**config.mk**
```make
export PLATFORM = sky130hd
export DESIGN_NAME = debug_link_phy_config_status
export DESIGN_NICKNAME = d
export VERILOG_FILES = /design/src/common/dbg_link_pkg.sv /design/src/common/gap_if.sv /design/src/hw/gap_timer.sv /design/src/hw/access_watchdog.sv /design/src/hw/debug_link_phy_config_status.sv
export SDC_FILE = /design/constraint.sdc
export NUM_CORES = 1
export LEC_CHECK = 0
export BUFFER_PORTS_ARGS = -buffer_cell sky130_fd_sc_hd__buf_2
export CORE_UTILIZATION = 55
export CTS_CLUSTER_SIZE = 30
export DETAILED_ROUTE_END_ITERATION = 10
export GPL_TIMING_DRIVEN = 0
export PLACE_DENSITY = 0.77
export SETUP_SLACK_MARGIN = 0.3
export SLEW_MARGIN = 20
export SYNTH_ARGS = -nofsm -noshare
export SYNTH_HDL_FRONTEND = slang
export SYNTH_SLANG_ARGS = --single-unit
```
**constraint.sdc**
```tcl
create_clock -name clk -period 5.2 [get_ports clk]
set_input_delay 1.04 -clock clk [delete_from_list [all_inputs] [get_ports clk]]
set_output_delay 1.04 -clock clk [all_outputs]
set_load 0.005 [all_outputs]
```
**src/common/dbg_link_pkg.sv**
```systemverilog
package dbg_link_pkg;
   // Register indices within the interface register space
   localparam logic [3:0] OFS_REV_STATUS    = 4'h0;
   localparam logic [3:0] OFS_ERR_STATUS    = 4'h1;
   localparam logic [3:0] OFS_PHY_CTRL      = 4'h2;
   localparam logic [3:0] OFS_PHY_DIS_CTRL  = 4'h3;
   localparam logic [3:0] OFS_KEY_STATUS    = 4'h7;
   localparam logic [3:0] OFS_RESET_REQ     = 4'h8;
   localparam logic [3:0] OFS_CLK_SELECT    = 4'h9;
   localparam logic [3:0] OFS_SYS_CTRL      = 4'hA;
   localparam logic [3:0] OFS_SYS_STATUS    = 4'hB;
   localparam logic [3:0] OFS_MEM_CHECK     = 4'hC;
   localparam logic [3:0] OFS_PHY_LAST      = 4'h3;

   // Revision value is arbitrary
   localparam logic [3:0] INTERFACE_REVISION = 4'h3;
   localparam int         REV_LSB            = 4;

   // Control field positions
   localparam int IBG_BIT   = 7;
   localparam int PAR_BIT   = 5;
   localparam int TMO_BIT   = 4;
   localparam int RSIG_BIT  = 3;
   localparam int HOLD_BIT  = 0;
   localparam int ASLEEP_BIT = 4;
   localparam logic [7:0] PHY_CTRL_MASK  = 8'hBF;
   localparam logic [7:0] PHY_DIS_MASK   = 8'h1C;
   localparam logic [7:0] PHY_CTRL_RESET = 8'h00;
   localparam logic [7:0] PHY_DIS_RESET  = 8'h00;
   localparam logic [7:0] CLK_SEL_RESET  = 8'h03;
   localparam logic       HOLD_RESET     = 1'b1;

   // Error signatures
   localparam logic [2:0] ERR_NONE     = 3'h0;
   localparam logic [2:0] ERR_PARITY   = 3'h1;
   localparam logic [2:0] ERR_FRAME    = 3'h2;
   localparam logic [2:0] ERR_TIMEOUT  = 3'h3;
   localparam logic [2:0] ERR_START    = 3'h4;
   localparam logic [2:0] ERR_CONTEND  = 3'h7;

   // Timing in interface clock cycles
   localparam int TIMEOUT_CYCLES = 65536;
   localparam int GUARD_MAX_CYCLES = 128;
   localparam int IDLE_CHAR_BITS = 12;
   localparam int INTERBYTE_CYCLES = 2 * IDLE_CHAR_BITS;
   localparam logic [2:0] GUARD_OFF = 3'h7;
endpackage

```
**src/common/gap_if.sv**
```systemverilog
`timescale 1ns/10ps
interface gap_if;
   logic       start;
   logic [7:0] cycles;
   logic       busy;
   modport ctrl (output start, output cycles, input busy);
   modport timer (input start, input cycles, output busy);
endinterface

```
**src/hw/gap_timer.sv**
```systemverilog
`timescale 1ns/10ps
module gap_timer (
   input  wire logic clk,
   input  wire logic rst_n,
   gap_if.timer      gap
);
   logic [7:0] count_r;
   logic [7:0] count_nxt;

   // A zero load means no wait at all
   assign count_nxt = gap.start ? gap.cycles :
                      (count_r != 8'h00) ? count_r - 8'h01 : 8'h00;
   assign gap.busy  = (count_r != 8'h00);

   always_ff @(posedge clk or negedge rst_n) begin
      if (!rst_n) begin
         count_r <= 8'h00;
      end else begin
         count_r <= count_nxt;
      end
   end
endmodule

```
**src/hw/access_watchdog.sv**
```systemverilog
`timescale 1ns/10ps
module access_watchdog (
   input  wire logic clk,
   input  wire logic rst_n,
   input  wire logic armed,
   input  wire logic checkOff,
   output logic      expired
);
   logic [16:0] wait_r;

   // Counter stops at 65536, one count past expiry, so one pending access yields one event
   always_ff @(posedge clk or negedge rst_n) begin
      if (!rst_n) begin
         wait_r <= 17'h00000;
      end else if (!armed || checkOff) begin
         wait_r <= 17'h00000;
      end else if (!wait_r[16]) begin
         wait_r <= wait_r + 17'h00001;
      end
   end

   assign expired = armed && !checkOff &&
                    (wait_r == 17'(dbg_link_pkg::TIMEOUT_CYCLES - 1));
endmodule

```
**src/hw/debug_link_phy_config_status.sv**
```systemverilog
// Overview of operation
// - Interface logic keeps running in every system sleep mode.
// - Bus access blocked when processor clock is stopped by sleep and clock hold is off.
// - Interface clock runs whenever interface enabled, ignoring sleep settings.
// - Asleep flag reads one in idle sleep or deeper, else zero.
// - Clock hold keeps system clock running; sleep only emulated.
// - Clock hold bit resets to one.
// - Registers reachable only over the debug link, not the processor.
// - Phy registers at 0x0-0x3, access layer at 0x4-0xC.
// - Revision is read-only in bits 7:4 of status register zero.
// - Error signature bits 2:0 load on error, clear on debugger read.
// - Codes: parity 0x1, stop bits 0x2, start bit 0x4.
// - Code 0x3 when access layer gives no response.
// - Code 0x7 on line contention; 0x5 and 0x6 never reported.
// - Gap enable inserts two idle characters between burst load bytes.
// - First burst byte waits only the turnaround guard time.
// - Parity check off ignores parity and never flags parity errors.
// - Time-out after 65536 cycles without response unless check off.
// - Response signature off suppresses every response signature.
// - Guard select: 0 gives 128 cycles, halving to 2; 7 none.
`timescale 1ns/10ps
module debug_link_phy_config_status (
   input  wire logic       clk,
   input  wire logic       rst_n,
   // Register port driven by the link's instruction decoder only
   input  wire logic       regWrite,
   input  wire logic       regRead,
   input  wire logic [3:0] regAddr,
   input  wire logic [7:0] regWdata,
   output logic [7:0]      regRdata,
   // Error events from the character receiver and line monitor
   input  wire logic       parityBad,
   input  wire logic       stopBad,
   input  wire logic       startBad,
   input  wire logic       contention,
   // Access layer handshake
   input  wire logic       accessReq,
   input  wire logic       accessAck,
   // System sleep state, from another domain
   input  wire logic       sysSleepIdle,
   input  wire logic       cpuClockOff,
   // Transmit sequencing
   input  wire logic       txByteReq,
   input  wire logic       txFirstByte,
   input  wire logic       txIsSignature,
   output logic            txGo,
   output logic            txSuppress,
   output logic            sysClockHold,
   output logic            busReachable
);
   logic [7:0] phyCtrl_r;
   logic [7:0] phyDis_r;
   logic [7:0] clkSel_r;
   logic       hold_r;
   logic [2:0] errSig_r;
   logic [2:0] errSig_nxt;
   logic [7:0] regRdata_r;
   logic [7:0] rdMux;
   logic       txGo_r;
   logic       txSuppress_r;
   logic       busReach_r;
   logic       sleepMeta_r;
   logic       sleepSync_r;
   logic       offMeta_r;
   logic       offSync_r;
   logic       timeoutEvt;
   logic       pending_r;

   gap_if gap ();

   gap_timer u_gap (
      .clk   (clk),
      .rst_n (rst_n),
      .gap   (gap)
   );

   access_watchdog u_wd (
      .clk      (clk),
      .rst_n    (rst_n),
      .armed    (pending_r),
      .checkOff (phyCtrl_r[dbg_link_pkg::TMO_BIT]),
      .expired  (timeoutEvt)
   );

   typedef enum logic [2:0] {
      TX_IDLE = 3'b001,
      TX_WAIT = 3'b010,
      TX_SEND = 3'b100
   } tx_state_e;

   tx_state_e txState_r;
   tx_state_e txState_nxt;

   // Sleep state crosses from the system domain
   always_ff @(posedge clk or negedge rst_n) begin
      if (!rst_n) begin
         sleepMeta_r <= 1'b0;
         sleepSync_r <= 1'b0;
         offMeta_r   <= 1'b0;
         offSync_r   <= 1'b0;
      end else begin
         sleepMeta_r <= sysSleepIdle;
         sleepSync_r <= sleepMeta_r;
         offMeta_r   <= cpuClockOff;
         offSync_r   <= offMeta_r;
      end
   end

   // Register writes; this port is the only path
   wire wrCtrl = regWrite && (regAddr == dbg_link_pkg::OFS_PHY_CTRL);
   wire wrDis  = regWrite && (regAddr == dbg_link_pkg::OFS_PHY_DIS_CTRL);
   wire wrSel  = regWrite && (regAddr == dbg_link_pkg::OFS_CLK_SELECT);
   wire wrSys  = regWrite && (regAddr == dbg_link_pkg::OFS_SYS_CTRL);
   wire rdErr  = regRead && (regAddr == dbg_link_pkg::OFS_ERR_STATUS);

   always_ff @(posedge clk or negedge rst_n) begin
      if (!rst_n) begin
         phyCtrl_r <= dbg_link_pkg::PHY_CTRL_RESET;
         phyDis_r  <= dbg_link_pkg::PHY_DIS_RESET;
         clkSel_r  <= dbg_link_pkg::CLK_SEL_RESET;
         hold_r    <= dbg_link_pkg::HOLD_RESET;
      end else begin
         if (wrCtrl) begin
            phyCtrl_r <= regWdata & dbg_link_pkg::PHY_CTRL_MASK;
         end
         if (wrDis) begin
            phyDis_r <= regWdata & dbg_link_pkg::PHY_DIS_MASK;
         end
         if (wrSel) begin
            clkSel_r <= {6'h00, regWdata[1:0]};
         end
         if (wrSys) begin
            hold_r <= regWdata[dbg_link_pkg::HOLD_BIT];
         end
      end
   end

   // Error events, highest code first; parity masked when checks are off
   wire parityEvt = parityBad && !phyCtrl_r[dbg_link_pkg::PAR_BIT];
   wire anyErr    = contention || startBad || timeoutEvt || stopBad || parityEvt;
   assign errSig_nxt = contention ? dbg_link_pkg::ERR_CONTEND :
                       startBad   ? dbg_link_pkg::ERR_START :
                       timeoutEvt ? dbg_link_pkg::ERR_TIMEOUT :
                       stopBad    ? dbg_link_pkg::ERR_FRAME :
                       parityEvt  ? dbg_link_pkg::ERR_PARITY :
                       dbg_link_pkg::ERR_NONE;

   // A new error in the read cycle wins over the clear
   always_ff @(posedge clk or negedge rst_n) begin
      if (!rst_n) begin
         errSig_r <= dbg_link_pkg::ERR_NONE;
      end else if (anyErr) begin
         errSig_r <= errSig_nxt;
      end else if (rdErr) begin
         errSig_r <= dbg_link_pkg::ERR_NONE;
      end
   end

   // Outstanding access; ended by acknowledge or time-out
   always_ff @(posedge clk or negedge rst_n) begin
      if (!rst_n) begin
         pending_r <= 1'b0;
      end else if (accessAck || timeoutEvt) begin
         pending_r <= 1'b0;
      end else if (accessReq) begin
         pending_r <= 1'b1;
      end
   end

   // Read mux; offsets 0x0-0x3 phy, 0x4-0xC access layer
   wire [7:0] sysStatus = 8'(sleepSync_r) << dbg_link_pkg::ASLEEP_BIT;
   always_comb begin
      case (regAddr)
         dbg_link_pkg::OFS_REV_STATUS:
            rdMux = {dbg_link_pkg::INTERFACE_REVISION, 4'h0};
         dbg_link_pkg::OFS_ERR_STATUS:   rdMux = {5'h00, errSig_r};
         dbg_link_pkg::OFS_PHY_CTRL:     rdMux = phyCtrl_r;
         dbg_link_pkg::OFS_PHY_DIS_CTRL: rdMux = phyDis_r;
         dbg_link_pkg::OFS_CLK_SELECT:   rdMux = clkSel_r;
         dbg_link_pkg::OFS_SYS_CTRL:     rdMux = {7'h00, hold_r};
         dbg_link_pkg::OFS_SYS_STATUS:   rdMux = sysStatus;
         default:                        rdMux = 8'h00;
      endcase
   end

   always_ff @(posedge clk or negedge rst_n) begin
      if (!rst_n) begin
         regRdata_r <= 8'h00;
      end else if (regRead) begin
         regRdata_r <= rdMux;
      end
   end
   assign regRdata = regRdata_r;

   // Turnaround guard: 128 >> select, select 7 gives no wait
   wire [2:0] guardSel = phyCtrl_r[2:0];
   wire [7:0] guardCycles = (guardSel == dbg_link_pkg::GUARD_OFF) ? 8'h00 :
                            8'(dbg_link_pkg::GUARD_MAX_CYCLES >> guardSel);
   wire gapOn = phyCtrl_r[dbg_link_pkg::IBG_BIT];
   wire [7:0] waitCycles = txFirstByte ? guardCycles :
                           gapOn ? 8'(dbg_link_pkg::INTERBYTE_CYCLES) :
                           8'h00;

   assign gap.start  = (txState_r == TX_IDLE) && txByteReq;
   assign gap.cycles = waitCycles;

   always_comb begin
      case (txState_r)
         TX_IDLE: txState_nxt = txByteReq ? TX_WAIT : TX_IDLE;
         TX_WAIT: txState_nxt = gap.busy ? TX_WAIT : TX_SEND;
         TX_SEND: txState_nxt = TX_IDLE;
         default: txState_nxt = TX_IDLE;
      endcase
   end

   wire suppressNow = txIsSignature && phyCtrl_r[dbg_link_pkg::RSIG_BIT];

   always_ff @(posedge clk or negedge rst_n) begin
      if (!rst_n) begin
         txState_r    <= TX_IDLE;
         txGo_r       <= 1'b0;
         txSuppress_r <= 1'b0;
         busReach_r   <= 1'b0;
      end else begin
         txState_r    <= txState_nxt;
         txGo_r       <= (txState_r == TX_WAIT) && !gap.busy;
         txSuppress_r <= suppressNow;
         // Held clock emulates sleep, so bus stays reachable
         busReach_r   <= hold_r || !offSync_r;
      end
   end

   // Interface clock and this logic never gate on sleep
   assign txGo         = txGo_r;
   assign txSuppress   = txSuppress_r;
   assign sysClockHold = hold_r;
   assign busReachable = busReach_r;

   a_hold_reset: assert property (@(posedge clk) $rose(rst_n) |-> hold_r)
      else $error("clock hold not one after reset");
   a_err_clear: assert property (@(posedge clk) disable iff (!rst_n)
      rdErr && !anyErr |=> errSig_r == 3'h0)
      else $error("error signature not cleared on read");
   a_err_parity: assert property (@(posedge clk) disable iff (!rst_n)
      parityBad && !contention && !startBad && !timeoutEvt && !stopBad
      && phyCtrl_r[5] && !rdErr |=> errSig_r == $past(errSig_r))
      else $error("parity flagged while check off");
   a_err_contend: assert property (@(posedge clk) disable iff (!rst_n)
      contention |=> errSig_r == 3'h7)
      else $error("contention code wrong");
   a_no_reserved: assert property (@(posedge clk) disable iff (!rst_n)
      errSig_r != 3'h5 && errSig_r != 3'h6)
      else $error("reserved error code reported");
   a_asleep_flag: assert property (@(posedge clk) disable iff (!rst_n)
      regRead && regAddr == 4'hB |=> regRdata[4] == $past(sleepSync_r))
      else $error("asleep flag mismatch");
   a_rev_field: assert property (@(posedge clk) disable iff (!rst_n)
      regRead && regAddr == 4'h0 |=> regRdata[7:4] == 4'h3 && regRdata[3:0] == 4'h0)
      else $error("revision field wrong");
   a_guard_wait: assert property (@(posedge clk) disable iff (!rst_n)
      gap.start && txFirstByte && phyCtrl_r[2:0] == 3'h5 |=> gap.busy [*4] ##1 !gap.busy)
      else $error("guard time length wrong");
   a_sig_off: assert property (@(posedge clk) disable iff (!rst_n)
      txIsSignature && phyCtrl_r[3] |=> txSuppress)
      else $error("signature not suppressed");
   a_bus_block: assert property (@(posedge clk) disable iff (!rst_n)
      !hold_r && offSync_r |=> !busReachable)
      else $error("bus reachable with clock off");
   a_bus_held: assert property (@(posedge clk) disable iff (!rst_n)
      hold_r |=> busReachable)
      else $error("bus not reachable with clock held");

   // Error signature and access time-out checks; each code only when no higher code competes
   a_tmo_off: assert property (@(posedge clk) disable iff (!rst_n)
      phyCtrl_r[4] |-> !timeoutEvt)
      else $error("time-out raised while check off");
   a_tmo_code: assert property (@(posedge clk) disable iff (!rst_n)
      timeoutEvt && !contention && !startBad |=> errSig_r == 3'h3)
      else $error("time-out code wrong");
   a_tmo_clear: assert property (@(posedge clk) disable iff (!rst_n)
      timeoutEvt |=> !pending_r)
      else $error("access still pending after time-out");
   a_ack_clear: assert property (@(posedge clk) disable iff (!rst_n)
      accessAck |=> !pending_r)
      else $error("access still pending after acknowledge");
   a_start_code: assert property (@(posedge clk) disable iff (!rst_n)
      startBad && !contention |=> errSig_r == 3'h4)
      else $error("start bit code wrong");
   a_stop_code: assert property (@(posedge clk) disable iff (!rst_n)
      stopBad && !contention && !startBad && !timeoutEvt |=> errSig_r == 3'h2)
      else $error("stop bit code wrong");
   a_par_code: assert property (@(posedge clk) disable iff (!rst_n)
      parityBad && !phyCtrl_r[5] && !contention && !startBad && !timeoutEvt
      && !stopBad |=> errSig_r == 3'h1)
      else $error("parity code wrong");
   a_err_hold: assert property (@(posedge clk) disable iff (!rst_n)
      !anyErr && !rdErr |=> errSig_r == $past(errSig_r))
      else $error("error signature changed without cause");

   // Transmit timing checks
   a_txgo_pulse: assert property (@(posedge clk) disable iff (!rst_n)
      txGo |=> !txGo)
      else $error("send pulse longer than one cycle");
   a_gap_len: assert property (@(posedge clk) disable iff (!rst_n)
      gap.start && !txFirstByte && phyCtrl_r[7] |=> ##23 gap.busy ##1 !gap.busy)
      else $error("inter-byte gap length wrong");
   a_no_gap: assert property (@(posedge clk) disable iff (!rst_n)
      gap.start && !txFirstByte && !phyCtrl_r[7] |=> !gap.busy)
      else $error("gap inserted while disabled");
   a_guard_off: assert property (@(posedge clk) disable iff (!rst_n)
      gap.start && txFirstByte && phyCtrl_r[2:0] == 3'h7 |=> !gap.busy)
      else $error("guard time inserted while off");
   a_guard_max: assert property (@(posedge clk) disable iff (!rst_n)
      gap.start && txFirstByte && phyCtrl_r[2:0] == 3'h0 |=> ##127 gap.busy ##1 !gap.busy)
      else $error("default guard time wrong");
   a_first_guard: assert property (@(posedge clk) disable iff (!rst_n)
      gap.start && txFirstByte && phyCtrl_r[2:0] == 3'h6 |=> gap.busy [*2] ##1 !gap.busy)
      else $error("first byte wait wrong");
   a_sig_kept: assert property (@(posedge clk) disable iff (!rst_n)
      !(txIsSignature && phyCtrl_r[3]) |=> !txSuppress)
      else $error("signature dropped while enabled");

   // Register map checks
   a_ctrl_rsvd: assert property (@(posedge clk) disable iff (!rst_n)
      !phyCtrl_r[6])
      else $error("reserved control bit set");
   a_dis_rsvd: assert property (@(posedge clk) disable iff (!rst_n)
      (phyDis_r & 8'hE3) == 8'h00)
      else $error("reserved disable bit set");
   a_sel_rsvd: assert property (@(posedge clk) disable iff (!rst_n)
      clkSel_r[7:2] == 6'h00)
      else $error("reserved clock select bit set");
   a_err_rsvd: assert property (@(posedge clk) disable iff (!rst_n)
      regRead && regAddr == 4'h1 |=> regRdata[7:3] == 5'h00)
      else $error("reserved error status bit set");
   a_stat_rsvd: assert property (@(posedge clk) disable iff (!rst_n)
      regRead && regAddr == 4'hB |=> regRdata[7:5] == 3'h0 && regRdata[3:0] == 4'h0)
      else $error("reserved system status bit set");
   a_unmapped_rd: assert property (@(posedge clk) disable iff (!rst_n)
      regRead && regAddr >= 4'h4 && regAddr <= 4'h6 |=> regRdata == 8'h00)
      else $error("unmapped offset not zero");
   a_rd_hold: assert property (@(posedge clk) disable iff (!rst_n)
      !regRead |=> $stable(regRdata))
      else $error("read data changed without a read");
endmodule

```
# --- After elaboration in Yosys (flattened, before gate mapping) ---
# Index checks and enable logic that the tools add are counted.
# W data, S select, Z words.
word_totals:
  register_bits: 60
  input_bits: 27
  output_inout_bits: 12
classes:
  addsub: 2
  eq_ne: 11
  shift: 1
  mux: 20
  n_reduce_logical: 27
ops:
  columns: ["op", "count"]
  rows:
  - ["$pmux W8 S7", 1]
  - ["$mux W17", 2]
  - ["$mux W8", 4]
  - ["$add A17 B1 Y17 const B", 1]
  - ["$eq A17 B16 Y1 const B", 1]
  - ["$mux W3", 5]
  - ["$eq A4 B4 Y1 const B", 3]
  - ["$logic_and A1 B1 Y1", 11]
  - ["$eq A4 B2 Y1 const B", 2]
  - ["$reduce_bool A8 Y1", 1]
  - ["$shr A8 B3 Y8 const A", 1]
  - ["$sub A8 B1 Y8 const B", 1]
  - ["$logic_or A1 B1 Y1", 7]
  - ["$mux W2", 3]
  - ["$pmux W3 S2", 1]
  - ["$logic_not A1 Y1", 5]
  - ["$mux W5", 1]
  - ["$eq A4 B1 Y1 const B", 1]
  - ["$logic_not A4 Y1", 1]
  - ["$reduce_bool A2 Y1", 2]
  - ["$eq A3 B1 Y1 const B", 1]
  - ["$eq A3 B2 Y1 const B", 1]
  - ["$eq A3 B3 Y1 const B", 1]
  - ["$mux W1", 3]
  - ["$ne A2 B2 Y1 const B", 1]

# --- Logic depth before layout (Yosys ltp) ---
# Gate-level depths: netlist of run 1.
logic_depth:
  word_depth: 8
  mapped_depth: 6
  mapped_depth_nobuf: 6

# --- Hierarchy ---
# A second synthesis of run 1 with hierarchy kept.
unflattened:
  hier_cells: 267
  area_unflattened_um2: 2871.5
modules_own_cells:
  columns: ["module", "instances", "cells_each", "area_each_um2", "seq_area_each_um2"]
  rows:
  - ["debug_link_phy_config_status", 1, 132, 1526.5, 855.8]
  - ["access_watchdog", 1, 87, 878.3, 425.4]
  - ["gap_timer", 1, 48, 466.7, 200.2]

# --- Worst setup path after synthesis of run 1 ---
# Ideal clock, no wire load.
synth_path:
  path_type: "input port to flip-flop"
  startpoint: "in regAddr[3]"
  endpoint: "reg clkSel_r[0]"
  setup_time_ns: 0.082
  arrival_time_ns: 2.214
  required_ns: 5.118
  path_slack_ns: 2.904
  stages: 4
  path_buffers: 1
  path_cell_list: "clkbuf_1 > inv_1 > nor4_1 > mux2_2"
synth_via:
  elab_chain_len: 2
synth_lines:
  columns: ["item", "line_no", "source"]
  rows:
  - ["from (decl)", "debug_link_phy_config_status.sv:28", "input wire logic [3:0] regAddr,"]
  - ["$eq A4 B4 Y1", "debug_link_phy_config_status.sv:112", "wire wrSel = regWrite && (regAddr == dbg_link_pkg::OFS_CLK_SELECT);"]
  - ["$logic_and A1 B1 Y1", "debug_link_phy_config_status.sv:112", null]
  - ["to (signal assigned)", "debug_link_phy_config_status.sv:120", "clkSel_r <= dbg_link_pkg::CLK_SEL_RESET;"]
  - ["to (signal assigned)", "debug_link_phy_config_status.sv:130", "clkSel_r <= {6'h00, regWdata[1:0]};"]
  - ["to (decl)", "debug_link_phy_config_status.sv:53", "logic [7:0] clkSel_r;"]
# No other way between the ends.
# A chain may end at the register's enable or synchronous reset.

# --- Worst setup path after layout of run 1 ---
layout_path:
  startpoint: "in regRead"
  endpoint: "reg errSig_r[2]"
layout_via:
  elab_chain_len: 2
layout_lines:
  columns: ["item", "line_no", "source"]
  rows:
  - ["from (decl)", "debug_link_phy_config_status.sv:27", "input wire logic regRead,"]
  - ["$logic_and A1 B1 Y1", "debug_link_phy_config_status.sv:114", "wire rdErr = regRead && (regAddr == dbg_link_pkg::OFS_ERR_STATUS);"]
  - ["$reduce_bool A2 Y1 (no line)", null, null]
  - ["to (signal assigned)", "debug_link_phy_config_status.sv:151", "errSig_r <= dbg_link_pkg::ERR_NONE;"]
  - ["to (signal assigned)", "debug_link_phy_config_status.sv:153", "errSig_r <= errSig_nxt;"]
  - ["to (signal assigned)", "debug_link_phy_config_status.sv:155", "errSig_r <= dbg_link_pkg::ERR_NONE;"]
  - ["to (decl)", "debug_link_phy_config_status.sv:55", "logic [2:0] errSig_r;"]
# No other way between the ends.

==> reports/qor.csv, run 1 <==
stage,metric,value,unit
sta,"Hold Vio Cnt, Final",0,
pwr,clock power share,32.3,%
sta,setup TNS,0,ps
cts,clock tree buffer depth,2,
synth,Synth Register Bits,59,
cts,number of buffers inserted by hold repair at cts,0,
sta,FMAX,0.448,GHz
synth,Cells after Synth,254,
placed_design,port bufs,33,
sta,Tcrit/Tclk final,42.9,%
critical_path,Worst Path Arrival,2450,ps
synth,top-area cell type share of the netlist area,50.0,%
routing,antenna-violating nets left,0,
synth,Adder-Cell Fraction of Synth Area,1.36,%
cts,clock sink count,59,
layout,layout cells sized above 1,25.1,%
routing,wire per inst,14.1,um
pwr,maximum vdd drop,0.225,mV
routing,Post-route DRC,0,
synth,"Seq/Total Area, Yosys",53.8,%
pwr,sequential share of power,47.1,%
cts,H-tree depth,3,
synth,synth warn,0,
pwr,Lkg Pwr,1.40,nW
sta,Fin Clk Skew,7.56,ps
sta,# setup viols final,0,
synth,multiplexer area fraction after synthesis,7.63,%
routing,Iteration-0 DRC Markers,124,
cts,"Clk pin slew, worst setup/hold paths",60,ps
global_route,largest net degree at the start of global routing,60,
layout,P&R area growth vs syn,16.2,%
cts,"Setup Fix Bufs, Post-CTS",0,
floorplanning,Initial Util,57.6,%
layout,nets@finish,328,
synth,Yosys top cell by area,dfrtp_1,
global_route,vias in the first global route,1828,
pwr,Sw Pwr,0.358,mW
critical_path,Max stage delay on crit path,460,ps
synth,"FFs w/ async S/R, synth",100,%
routing,vias,2003,
synth,"Net Count, Synth",284,
global_route,first-pass GRT wire length,8.47,mm
floorplanning,core box area,4790,um2
synth,Post-synth EDFFs,0,
sta,RSZ-0062 raised after global routing,false,
critical_path,worst-path cell chain,"clkbuf_1, nor3b_1, a21oi_1, nor2b_1, a311o_1",
floorplanning,IO Count,39,
critical_path,critical path startpoint category,input port,
layout,Non-Filler Instances,370,
global_route,total congestion overflow,0,
critical_path,CP Capture Type,flip-flop,
critical_path,CP bufs+invs,1,
synth,simple-gate area share of the yosys netlist,19.2,%
routing,Pre-antenna DRT Iters,4,
sta,crit path time final,2230,ps
pwr,pwr/cell area,393,nW/um2
routing,Vias/cell,5.41,
critical_path,Required @ worst endpoint,5410,ps
synth,Synth area leaders,"dfrtp_1 (50%), mux2_2 (6.5%), dfstp_2 (3.8%)",
outcome,status,completed,
placed_design,dpl cells,354,
hold_path,worst hold path class,flip-flop to flip-flop,
floorplanning,row count,25,
layout,"commonest non-fill, non-tap cell in the layout",dfrtp_1,
cts,Resize count post-CTS,0,
routing,DRT Wirelength,5.21,mm
sta,Max Slew Vio Count,0,
synth,post-synthesis xor/xnor area fraction,5.09,%
sta,worst slew pin tran,710,ps
pwr,Pint,0.898,mW
synth,area of the mapped netlist,2760,um2
critical_path,"Largest delay share family, worst path",simple AND/OR/NAND/NOR gates,
synth,largest family of logic cells by synthesized area,simple AND/OR/NAND/NOR gates,
critical_path,CP max FO,9,
layout,most frequent cells in the layout,"dfrtp_1 (55), buf_2 (32), nor2_1 (24), inv_1 (17), mux2_2 (16)",
sta,slew margin rel.,52.2,%
layout,ANT cells,0,
pwr,Net Sw Frac,28.5,%
synth,syn avg cell area,10.8,um2
layout,fill count,397,
cts,worst skew pair latency,330,ps
cts,TritonCTS clock tree,done,
pwr,logic gate share of total power,20.6,%
placed_design,gp weighted congestion,0.793,
critical_path,critical path class,input port to flip-flop,
synth,Netlist cell types,48,
cts,Root Buffer,clkbuf_8,
synth,Compound-Gate Fraction of Synth Area,9.45,%
global_route,antenna violations before repair,0,
global_route,Tot GR Track Use,21.8,%
critical_path,CP max-delay cell,nor3b_1,
cts,CTS buffer count,9,
layout,post-layout util,66.9,%
floorplanning,DIE WIDTH,72.8,um
synth,"Top FF cell, synth",dfrtp_1,
floorplanning,Die Height,72.8,um
placed_design,hpwl dp,3.56,mm
flow_run,max-cap viol count,0,
floorplanning,Die ar.,5300,um2
kinds of logic after synthesis:
kind of cell / Yosys count
XOR/XNOR: 16
flip-flops: 59
other: 1
multiplexers: 19
adder cells (fa/ha/maj): 3
AND/OR/NAND/NOR: 91
buffers and inverters: 24
AO/OA/AOI/OAI: 41
cells in the mapped netlist, types with 2 or more instances:
library cell / instances
dfrtp_1: 55
nor2_1: 24
inv_1: 17
mux2_2: 16
nand2_1: 12
o22ai_1: 10
xnor2_1: 10
a21oi_1: 9
o21ai_0: 9
nor2b_1: 8
clkbuf_1: 6
nand2b_1: 6
nand3_1: 6
nor4_1: 6
xor2_1: 6
dfstp_2: 4
or3_1: 4
ha_1: 3
mux2i_1: 3
nand4b_1: 3
nor3_1: 3
or4_1: 3
a211oi_1: 2
a21o_1: 2
a41oi_1: 2
nand4bb_1: 2
or4b_4: 2
registers in the layout (all words and copies together) (netlist names), 2 cells and up:
register,count
u_wd.wait_r,17
clkSel_r,2
phyCtrl_r,7
txState_r,3
u_gap.count_r,8
regRdata,7
phyDis_r,3
errSig_r,3
routing by layer:
| layer | wire length (um) | GRT usage [%] | up-vias |
|---|---|---|---|
| met2 | 2400 | 32.4 | 43 |
| met5 | 0 | 0 | - |
| li1 | - | - | 985 |
| met1 | 2490 | 29.3 | 964 |
| met3 | 198 | 5.39 | 11 |
| met4 | 111 | 12.2 | 0 |
area by class of cell:
type,count,area (um2),area share (%)
clock buffers,11,141,4.42
clock inverters,5,52.6,1.64
repair buffers,33,168,5.24
inverters,17,63.8,1.99
well taps,67,83.8,2.62
multi-input cells,171,1180,36.9
flip-flops and latches,59,1480,46.3
plain buffers,7,30.0,0.938
path summary, 6_finish.rpt:
path / slack [ps] / startpoint / endpoint / cells after the start
max: 2970 / regRead / errSig_r[2]$_DFFE_PN0P_ / 5
min in group asynchronous: 760 / rst_n / busReachable$_DFF_PN0_ / 1
min reg2reg: 350 / sleepMeta_r$_DFF_PN0_ / sleepSync_r$_DFF_PN0_ / 0
max in group asynchronous: 3960 / rst_n / u_wd.wait_r[7]$_DFFE_PN0P_ / 1
min: 350 / sleepMeta_r$_DFF_PN0_ / sleepSync_r$_DFF_PN0_ / 0
max reg2reg: 3180 / u_gap.count_r[4]$_DFF_PN0_ / u_gap.count_r[7]$_DFF_PN0_ / 4
power groups by stage:
stage	clock [mW]	combinational [mW]	sequential, mW
floorplan	0	0.194	0.586
global placement	0	0.253	0.596
detailed placement	0	0.258	0.600
CTS	0.415	0.261	0.592
global route	0.431	0.296	0.599
finish	0.406	0.259	0.591
metrics by stage:
step                      setup WS (ps)  power, mW  instance area, um2  hold WS, ps
after floorplan                    2900      0.780                2760          331
after detailed placement           2650      0.857                3010          336
after global routing               2850       1.33                3200          351
after global placement             2630      0.849                3000          333
after CTS                          3000       1.27                3200          350
final                              2970       1.26                3200          348
No activity file was read; power rests on OpenSTA's default activity.
==> run 2: changes to the inputs <==
--- a/config.mk
+++ b/config.mk
@@ -6,11 +6,11 @@
 export NUM_CORES = 1
 export LEC_CHECK = 0
 export BUFFER_PORTS_ARGS = -buffer_cell sky130_fd_sc_hd__buf_2
-export CORE_UTILIZATION = 55
+export CORE_UTILIZATION = 51
 export CTS_CLUSTER_SIZE = 30
 export DETAILED_ROUTE_END_ITERATION = 10
 export GPL_TIMING_DRIVEN = 0
-export PLACE_DENSITY = 0.77
+export PLACE_DENSITY = 0.75
 export SETUP_SLACK_MARGIN = 0.3
 export SLEW_MARGIN = 20
 export SYNTH_ARGS = -nofsm -noshare
==> constraint.sdc (replaced) <==
create_clock -name clk -period 1.99 [get_ports clk]
set_input_delay 0.398 -clock clk [delete_from_list [all_inputs] [get_ports clk]]
set_output_delay 0.398 -clock clk [all_outputs]
set_load 0.005 [all_outputs]
==> reports/qor.csv, run 2 (synthesis results as in run 1) <==
stage,metric,value,unit,change
sta,Fin Clk Skew,5.40,ps,was 7.56 ps
cts,"Clk pin slew, worst setup/hold paths",70,ps,was 60 ps
layout,Largest register FFs,17,,unchanged
layout,P&R area growth vs syn,26.8,%,was 16.2%
sta,setup TNS,0,ps,unchanged
placed_design,gp weighted congestion,0.763,,was 0.793
routing,Post-route DRC,0,,unchanged
floorplanning,Initial Util,53.6,%,was 57.6%
critical_path,Required @ worst endpoint,2250,ps,was 5410 ps
layout,post-layout util,68.0,%,was 66.9%
hold_path,worst hold path class,input port to async pin,,was flip-flop to flip-flop
sta,Tcrit/Tclk final,92.1,%,
routing,vias,2094,,was 2003
sta,Max Slew Vio Count,0,,unchanged
cts,H-tree depth,3,,unchanged
cts,TritonCTS clock tree,done,,unchanged
sta,slack of the critical path,158,ps,was 2970 ps
outcome,status,completed,,unchanged
cts,CTS buffer count,9,,unchanged
placed_design,dpl cells,357,,was 354
floorplanning,Die Height,75.5,um,was 72.8 um
critical_path,critical path class,flip-flop to flip-flop,,was input port to flip-flop
placed_design,port bufs,33,,unchanged
sta,FMAX,0.546,GHz,
global_route,Tot GR Track Use,20.5,%,was 21.8%
routing,Vias/cell,5.37,,was 5.41
floorplanning,row count,26,,was 25
floorplanning,core box area,5140,um2,was 4790 um2
global_route,largest net degree at the start of global routing,60,,unchanged
placed_design,dpl ws,-46.6,ps,was 2650 ps
routing,DRT Wirelength,5.42,mm,was 5.21 mm
sta,"Hold Vio Cnt, Final",0,,unchanged
layout,most frequent cells in the layout,"dfrtp_1 (53), buf_2 (32), nor2_1 (21), buf_4 (17)",,"was dfrtp_1 (55), buf_2 (32), nor2_1 (24), inv_1 (17), mux2_2 (16)"
cts,Root Buffer,clkbuf_8,,unchanged
cts,worst skew pair latency,330,ps,about the same
pwr,Lkg Pwr,1.54,nW,was 1.40 nW
layout,fill count,405,,was 397
sta,Hold Worst Slack,119,ps,was 348 ps
flow_run,max-cap viol count,0,,unchanged
global_route,total congestion overflow,0,,unchanged
sta,RSZ-0062 raised after global routing,true,,was false
critical_path,critical path startpoint category,flip-flop,,was input port
pwr,maximum vdd drop,0.666,mV,was 0.225 mV
sta,# setup viols final,0,,unchanged
cts,clock sink count,59,,unchanged
placed_design,hpwl dp,3.55,mm,was 3.56 mm
pwr,pwr/cell area,1060,nW/um2,was 393 nW/um2
global_route,first-pass GRT wire length,8.43,mm,was 8.47 mm
routing,Iteration-0 DRC Markers,110,,was 124
sta,worst slew pin tran,705,ps,was 710 ps
routing,antenna-violating nets left,0,,unchanged
routing,wire per inst,13.9,um,was 14.1 um
global_route,vias in the first global route,1857,,was 1828
placed_design,Post-DP Area,3020,um2,was 3010 um2
layout,fin area,3490,um2,was 3200 um2
layout,ANT cells,0,,unchanged
critical_path,CP max FO,5,,was 9
routing,Pre-antenna DRT Iters,4,,unchanged
floorplanning,Die ar.,5700,um2,was 5300 um2
floorplanning,IO Count,39,,unchanged
layout,"commonest non-fill, non-tap cell in the layout",dfrtp_1,,unchanged
layout,Non-Filler Instances,390,,was 370
sta,crit path time final,1830,ps,
critical_path,CP Capture Type,flip-flop,,unchanged
layout,Regs by FF count,"u_wd.wait_r (17), u_gap.count_r (8)",,unchanged
sta,slew margin rel.,53.0,%,was 52.2%
global_route,antenna violations before repair,0,,unchanged
floorplanning,DIE WIDTH,75.5,um,was 72.8 um
layout,Biggest register,u_wd.wait_r,,unchanged
pwr,total power,3.70,mW,was 1.26 mW
layout,layout cells sized above 1,35.3,%,was 25.1%
layout,nets@finish,345,,was 328
critical_path,Worst Path Arrival,2090,ps,was 2450 ps
cts,clock tree buffer depth,2,,unchanged
run 2: critical path: stages, from the launching register on:
cell     delay (ps)
dfrtp_1         400
and4b_2         300
or4b_4          500
or4_1           420
a21oi_1         130
run 2: cell type report:
cell class	count	area (um2)	share of cell area, %
Sequential cell	59	1480	42.5
Multi-Input combinational cell	171	1300	37.2
Timing Repair Buffer	50	303	8.66
Clock buffer	11	151	4.33
Tap cell	70	87.6	2.51
Clock inverter	5	75.1	2.15
Inverter	17	63.8	1.83
Buffer	7	31.3	0.895
run 2: metal layers:
layer  vias to the layer above  track usage [%]  wire length [um]
met5                         -                0                 0
met4                         0             8.64                52
met3                         6             6.61               230
met2                        47             32.1              2660
met1                      1020             26.5              2470
li1                       1021                -                 -
run 2: worst paths after layout:
check,start,end,slack (ps),depth (start not counted)
setup reg to reg,u_wd.wait_r[16]$_DFF_PN0_,u_wd.wait_r[15]$_DFFE_PN0P_,160,4
hold / removal,rst_n,busReachable$_DFF_PN0_,120,1
hold reg to reg,offMeta_r$_DFF_PN0_,offSync_r$_DFF_PN0_,360,0
min in group clk,cpuClockOff,offMeta_r$_DFF_PN0_,170,1
max in group asynchronous,rst_n,u_wd.wait_r[4]$_DFFE_PN0P_,1360,1
setup / recovery,u_wd.wait_r[16]$_DFF_PN0_,u_wd.wait_r[15]$_DFFE_PN0P_,160,4
run 2: timing repair:
| item | in CTS | in global routing |
|---|---|---|
| endpoints found under the setup margin | 19 | 19 |
| hold buffers | 0 | 0 |
| gates resized for setup | 12 | 15 |
| pin swaps | 8 | 5 |
| cloned | 0 | 0 |
| setup buffers | 8 | 9 |
run 2: where the power goes:
| part | total [mW] | switching [mW] | internal [mW] | leakage (nW) |
|---|---|---|---|---|
| Sequential | 1.55 | 0.141 | 1.40 | 0.751 |
| Clock | 1.23 | 0.459 | 0.766 | 0.119 |
| Combinational | 0.933 | 0.450 | 0.483 | 0.669 |
==> run 3: changes to the inputs <==
--- a/config.mk
+++ b/config.mk
@@ -6,13 +6,16 @@
 export NUM_CORES = 1
 export LEC_CHECK = 0
 export BUFFER_PORTS_ARGS = -buffer_cell sky130_fd_sc_hd__buf_2
-export CORE_UTILIZATION = 51
+export CELL_PAD_IN_SITES_DETAIL_PLACEMENT = 1
+export CELL_PAD_IN_SITES_GLOBAL_PLACEMENT = 1
+export CORE_UTILIZATION = 40
 export CTS_CLUSTER_SIZE = 30
 export DETAILED_ROUTE_END_ITERATION = 10
 export GPL_TIMING_DRIVEN = 0
-export PLACE_DENSITY = 0.75
+export PLACE_DENSITY_LB_ADDON = 0.1
 export SETUP_SLACK_MARGIN = 0.3
 export SLEW_MARGIN = 20
 export SYNTH_ARGS = -nofsm -noshare
 export SYNTH_HDL_FRONTEND = slang
 export SYNTH_SLANG_ARGS = --single-unit
+export TNS_END_PERCENT = 5
==> reports/qor.csv, run 3 (synthesis results as in run 1) <==
stage,metric,value,unit,change
routing,Pre-antenna DRT Iters,4,,unchanged
sta,FMAX,0.545,GHz,was 0.546 GHz
floorplanning,Die ar.,7220,um2,was 5700 um2
routing,Post-route DRC,0,,unchanged
floorplanning,Initial Util,42.4,%,was 53.6%
layout,Largest register FFs,17,,unchanged
sta,# setup viols final,0,,unchanged
global_route,largest net degree at the start of global routing,60,,unchanged
cts,"Clk pin slew, worst setup/hold paths",70,ps,about the same
sta,RSZ-0062 raised after global routing,true,,unchanged
pwr,sequential share of power,43.8,%,was 41.7%
sta,worst slew pin tran,740,ps,was 705 ps
placed_design,hpwl dp,4.13,mm,was 3.55 mm
critical_path,Register-to-Register Path Depth,4,,unchanged
layout,most frequent cells in the layout,"dfrtp_1 (53), buf_2 (32), nor2_1 (24), inv_1 (17), mux2_2 (16)",,"was dfrtp_1 (53), buf_2 (32), nor2_1 (21), buf_4 (17)"
sta,Fin Clk Skew,6.10,ps,was 5.40 ps
sta,crit path time final,1840,ps,was 1830 ps
pwr,Net Sw Frac,28.9,%,was 28.3%
layout,Regs by FF count,"u_wd.wait_r (17), u_gap.count_r (8)",,unchanged
sta,Max Slew Vio Count,0,,unchanged
outcome,status,completed,,unchanged
pwr,total power,3.55,mW,was 3.70 mW
cts,H-tree depth,3,,unchanged
routing,vias,2080,,was 2094
critical_path,RR Endpoint,u_gap.count_r[6]$_DFF_PN0_,,was u_wd.wait_r[15]$_DFFE_PN0P_
pwr,logic gate share of total power,23.0,%,was 25.2%
critical_path,Worst Path Arrival,2060,ps,was 2090 ps
global_route,total congestion overflow,0,,unchanged
pwr,clock power share,33.3,%,was 33.1%
placed_design,gp weighted congestion,0.736,,was 0.763
layout,nets@finish,338,,was 345
critical_path,critical path startpoint category,flip-flop,,unchanged
layout,P&R area growth vs syn,22.2,%,was 26.8%
cts,number of buffers inserted by hold repair at cts,0,,unchanged
flow_run,max-cap viol count,0,,unchanged
floorplanning,IO Count,39,,unchanged
critical_path,"setup slack, reg-to-reg",150,ps,was 160 ps
floorplanning,core box area,6490,um2,was 5140 um2
pwr,Lkg Pwr,1.46,nW,was 1.54 nW
routing,Vias/cell,5.33,,was 5.37
global_route,vias in the first global route,2225,,was 1857
cts,Root Buffer,clkbuf_8,,unchanged
layout,"commonest non-fill, non-tap cell in the layout",dfrtp_1,,unchanged
critical_path,critical path class,flip-flop to flip-flop,,unchanged
cts,clock sink count,59,,unchanged
critical_path,CP Capture Type,flip-flop,,unchanged
layout,post-layout util,51.8,%,was 68.0%
critical_path,CP max FO,8,,was 5
sta,"Hold Vio Cnt, Final",0,,unchanged
global_route,antenna violations before repair,0,,unchanged
critical_path,reg2reg start,u_gap.count_r[5]$_DFF_PN0_,,was u_wd.wait_r[16]$_DFF_PN0_
hold_path,worst hold path class,input port to async pin,,unchanged
layout,ANT cells,0,,unchanged
routing,Iteration-0 DRC Markers,41,,was 110
sta,Tcrit/Tclk final,92.2,%,was 92.1%
pwr,Sw Pwr,1.03,mW,was 1.05 mW
routing,antenna-violating nets left,0,,unchanged
routing,wire per inst,15.8,um,was 13.9 um
cts,CTS buffer count,9,,unchanged
pwr,pwr/cell area,1050,nW/um2,was 1060 nW/um2
global_route,first-pass GRT wire length,10.9,mm,was 8.43 mm
cts,clock tree buffer depth,2,,unchanged
floorplanning,row count,29,,was 26
cts,TritonCTS clock tree,done,,unchanged
placed_design,port bufs,33,,unchanged
critical_path,Required @ worst endpoint,2210,ps,was 2250 ps
pwr,Pint,2.52,mW,was 2.65 mW
layout,Biggest register,u_wd.wait_r,,unchanged
sta,slew margin rel.,50.6,%,was 53.0%
cts,worst skew pair latency,340,ps,was 330 ps
layout,fin area,3370,um2,was 3490 um2
floorplanning,Die Height,85.0,um,was 75.5 um
floorplanning,DIE WIDTH,85.0,um,was 75.5 um
pwr,maximum vdd drop,0.418,mV,was 0.666 mV
global_route,Tot GR Track Use,19.5,%,was 20.5%
sta,Hold Worst Slack,118,ps,was 119 ps
placed_design,Post-DP Area,3020,um2,unchanged
routing,DRT Wirelength,6.18,mm,was 5.42 mm
layout,layout cells sized above 1,30.4,%,was 35.3%
-- run 3: cell types whose count changed in the layout (fill, tap and decap cells not counted), moves of 3 or more --
cell | before | now
o22ai_1 | 5 | 8
nor2_1 | 21 | 24
o22ai_2 | 5 | 2
buf_4 | 17 | 12
o21ai_0 | 5 | 8
-- run 3: how the worst max path moves through the flow --
stage	start	to	slack, ps	cells past startpoint
final	u_gap.count_r[5]$_DFF_PN0_	u_gap.count_r[6]$_DFF_PN0_	150	4
after global routing	u_gap.count_r[5]$_DFF_PN0_	u_gap.count_r[6]$_DFF_PN0_	100	4
after CTS	u_gap.count_r[5]$_DFF_PN0_	u_gap.count_r[6]$_DFF_PN0_	130	4
after detailed placement	regAddr[0]	phyDis_r[2]$_DFFE_PN0P_	-230	4
after global placement	regAddr[0]	phyDis_r[3]$_DFFE_PN0P_	-190	4
after floorplan	u_wd.wait_r[16]$_DFF_PN0_	u_wd.wait_r[15]$_DFFE_PN0P_	180	4
-- run 3: repair_timing --
item	CTS	global route
resized for setup	11	2
setup endpoints to repair	29	30
pin swaps	2	3
setup buffers	7	3
-- run 3: per-layer routing --
metal / global-route usage, % / vias up / wire (um) / part of all wire (%)
met5: 0 / - / 0 / 0
met4: 5.24 / 0 / 77 / 1.2
met3: 6.13 / 6 / 209 / 3.4
met2: 32.3 / 32 / 2990 / 48
met1: 24.9 / 1037 / 2900 / 47
li1: - / 1005 / - / -
-- run 3: critical path: stages, from the launching register on --
cell,delay [ps]
dfrtp_1,390
or4_4,550
or4b_4,560
nand2_8,130
o22ai_1,90
-- run 3: through the flow --
step,instances,TNS (ps),setup slack (ps)
floorplan,254,0,180
global placement,364,-1300,-192
detailed placement,364,-1440,-229
CTS,387,0,127
global route,390,0,101
finish,390,0,155
-- run 3: power by group through the flow --
stage | sequential, mW | combinational [mW] | clock, mW
after floorplan | 1.53 | 0.511 | 0
after global placement | 1.57 | 0.684 | 0
after detailed placement | 1.58 | 0.692 | 0
after CTS | 1.55 | 0.823 | 1.21
after global routing | 1.59 | 0.912 | 1.26
final | 1.55 | 0.815 | 1.18
-- run 3: layout make-up --
type / count / area, um2
Buffer: 7 / 31.3
Timing Repair Buffer: 43 / 243
Clock inverter: 5 / 77.6
Inverter: 17 / 63.8
Sequential cell: 59 / 1480
Fill cell: 732 / 3130
Multi-Input combinational cell: 171 / 1240
Clock buffer: 11 / 131
Tap cell: 77 / 96.3
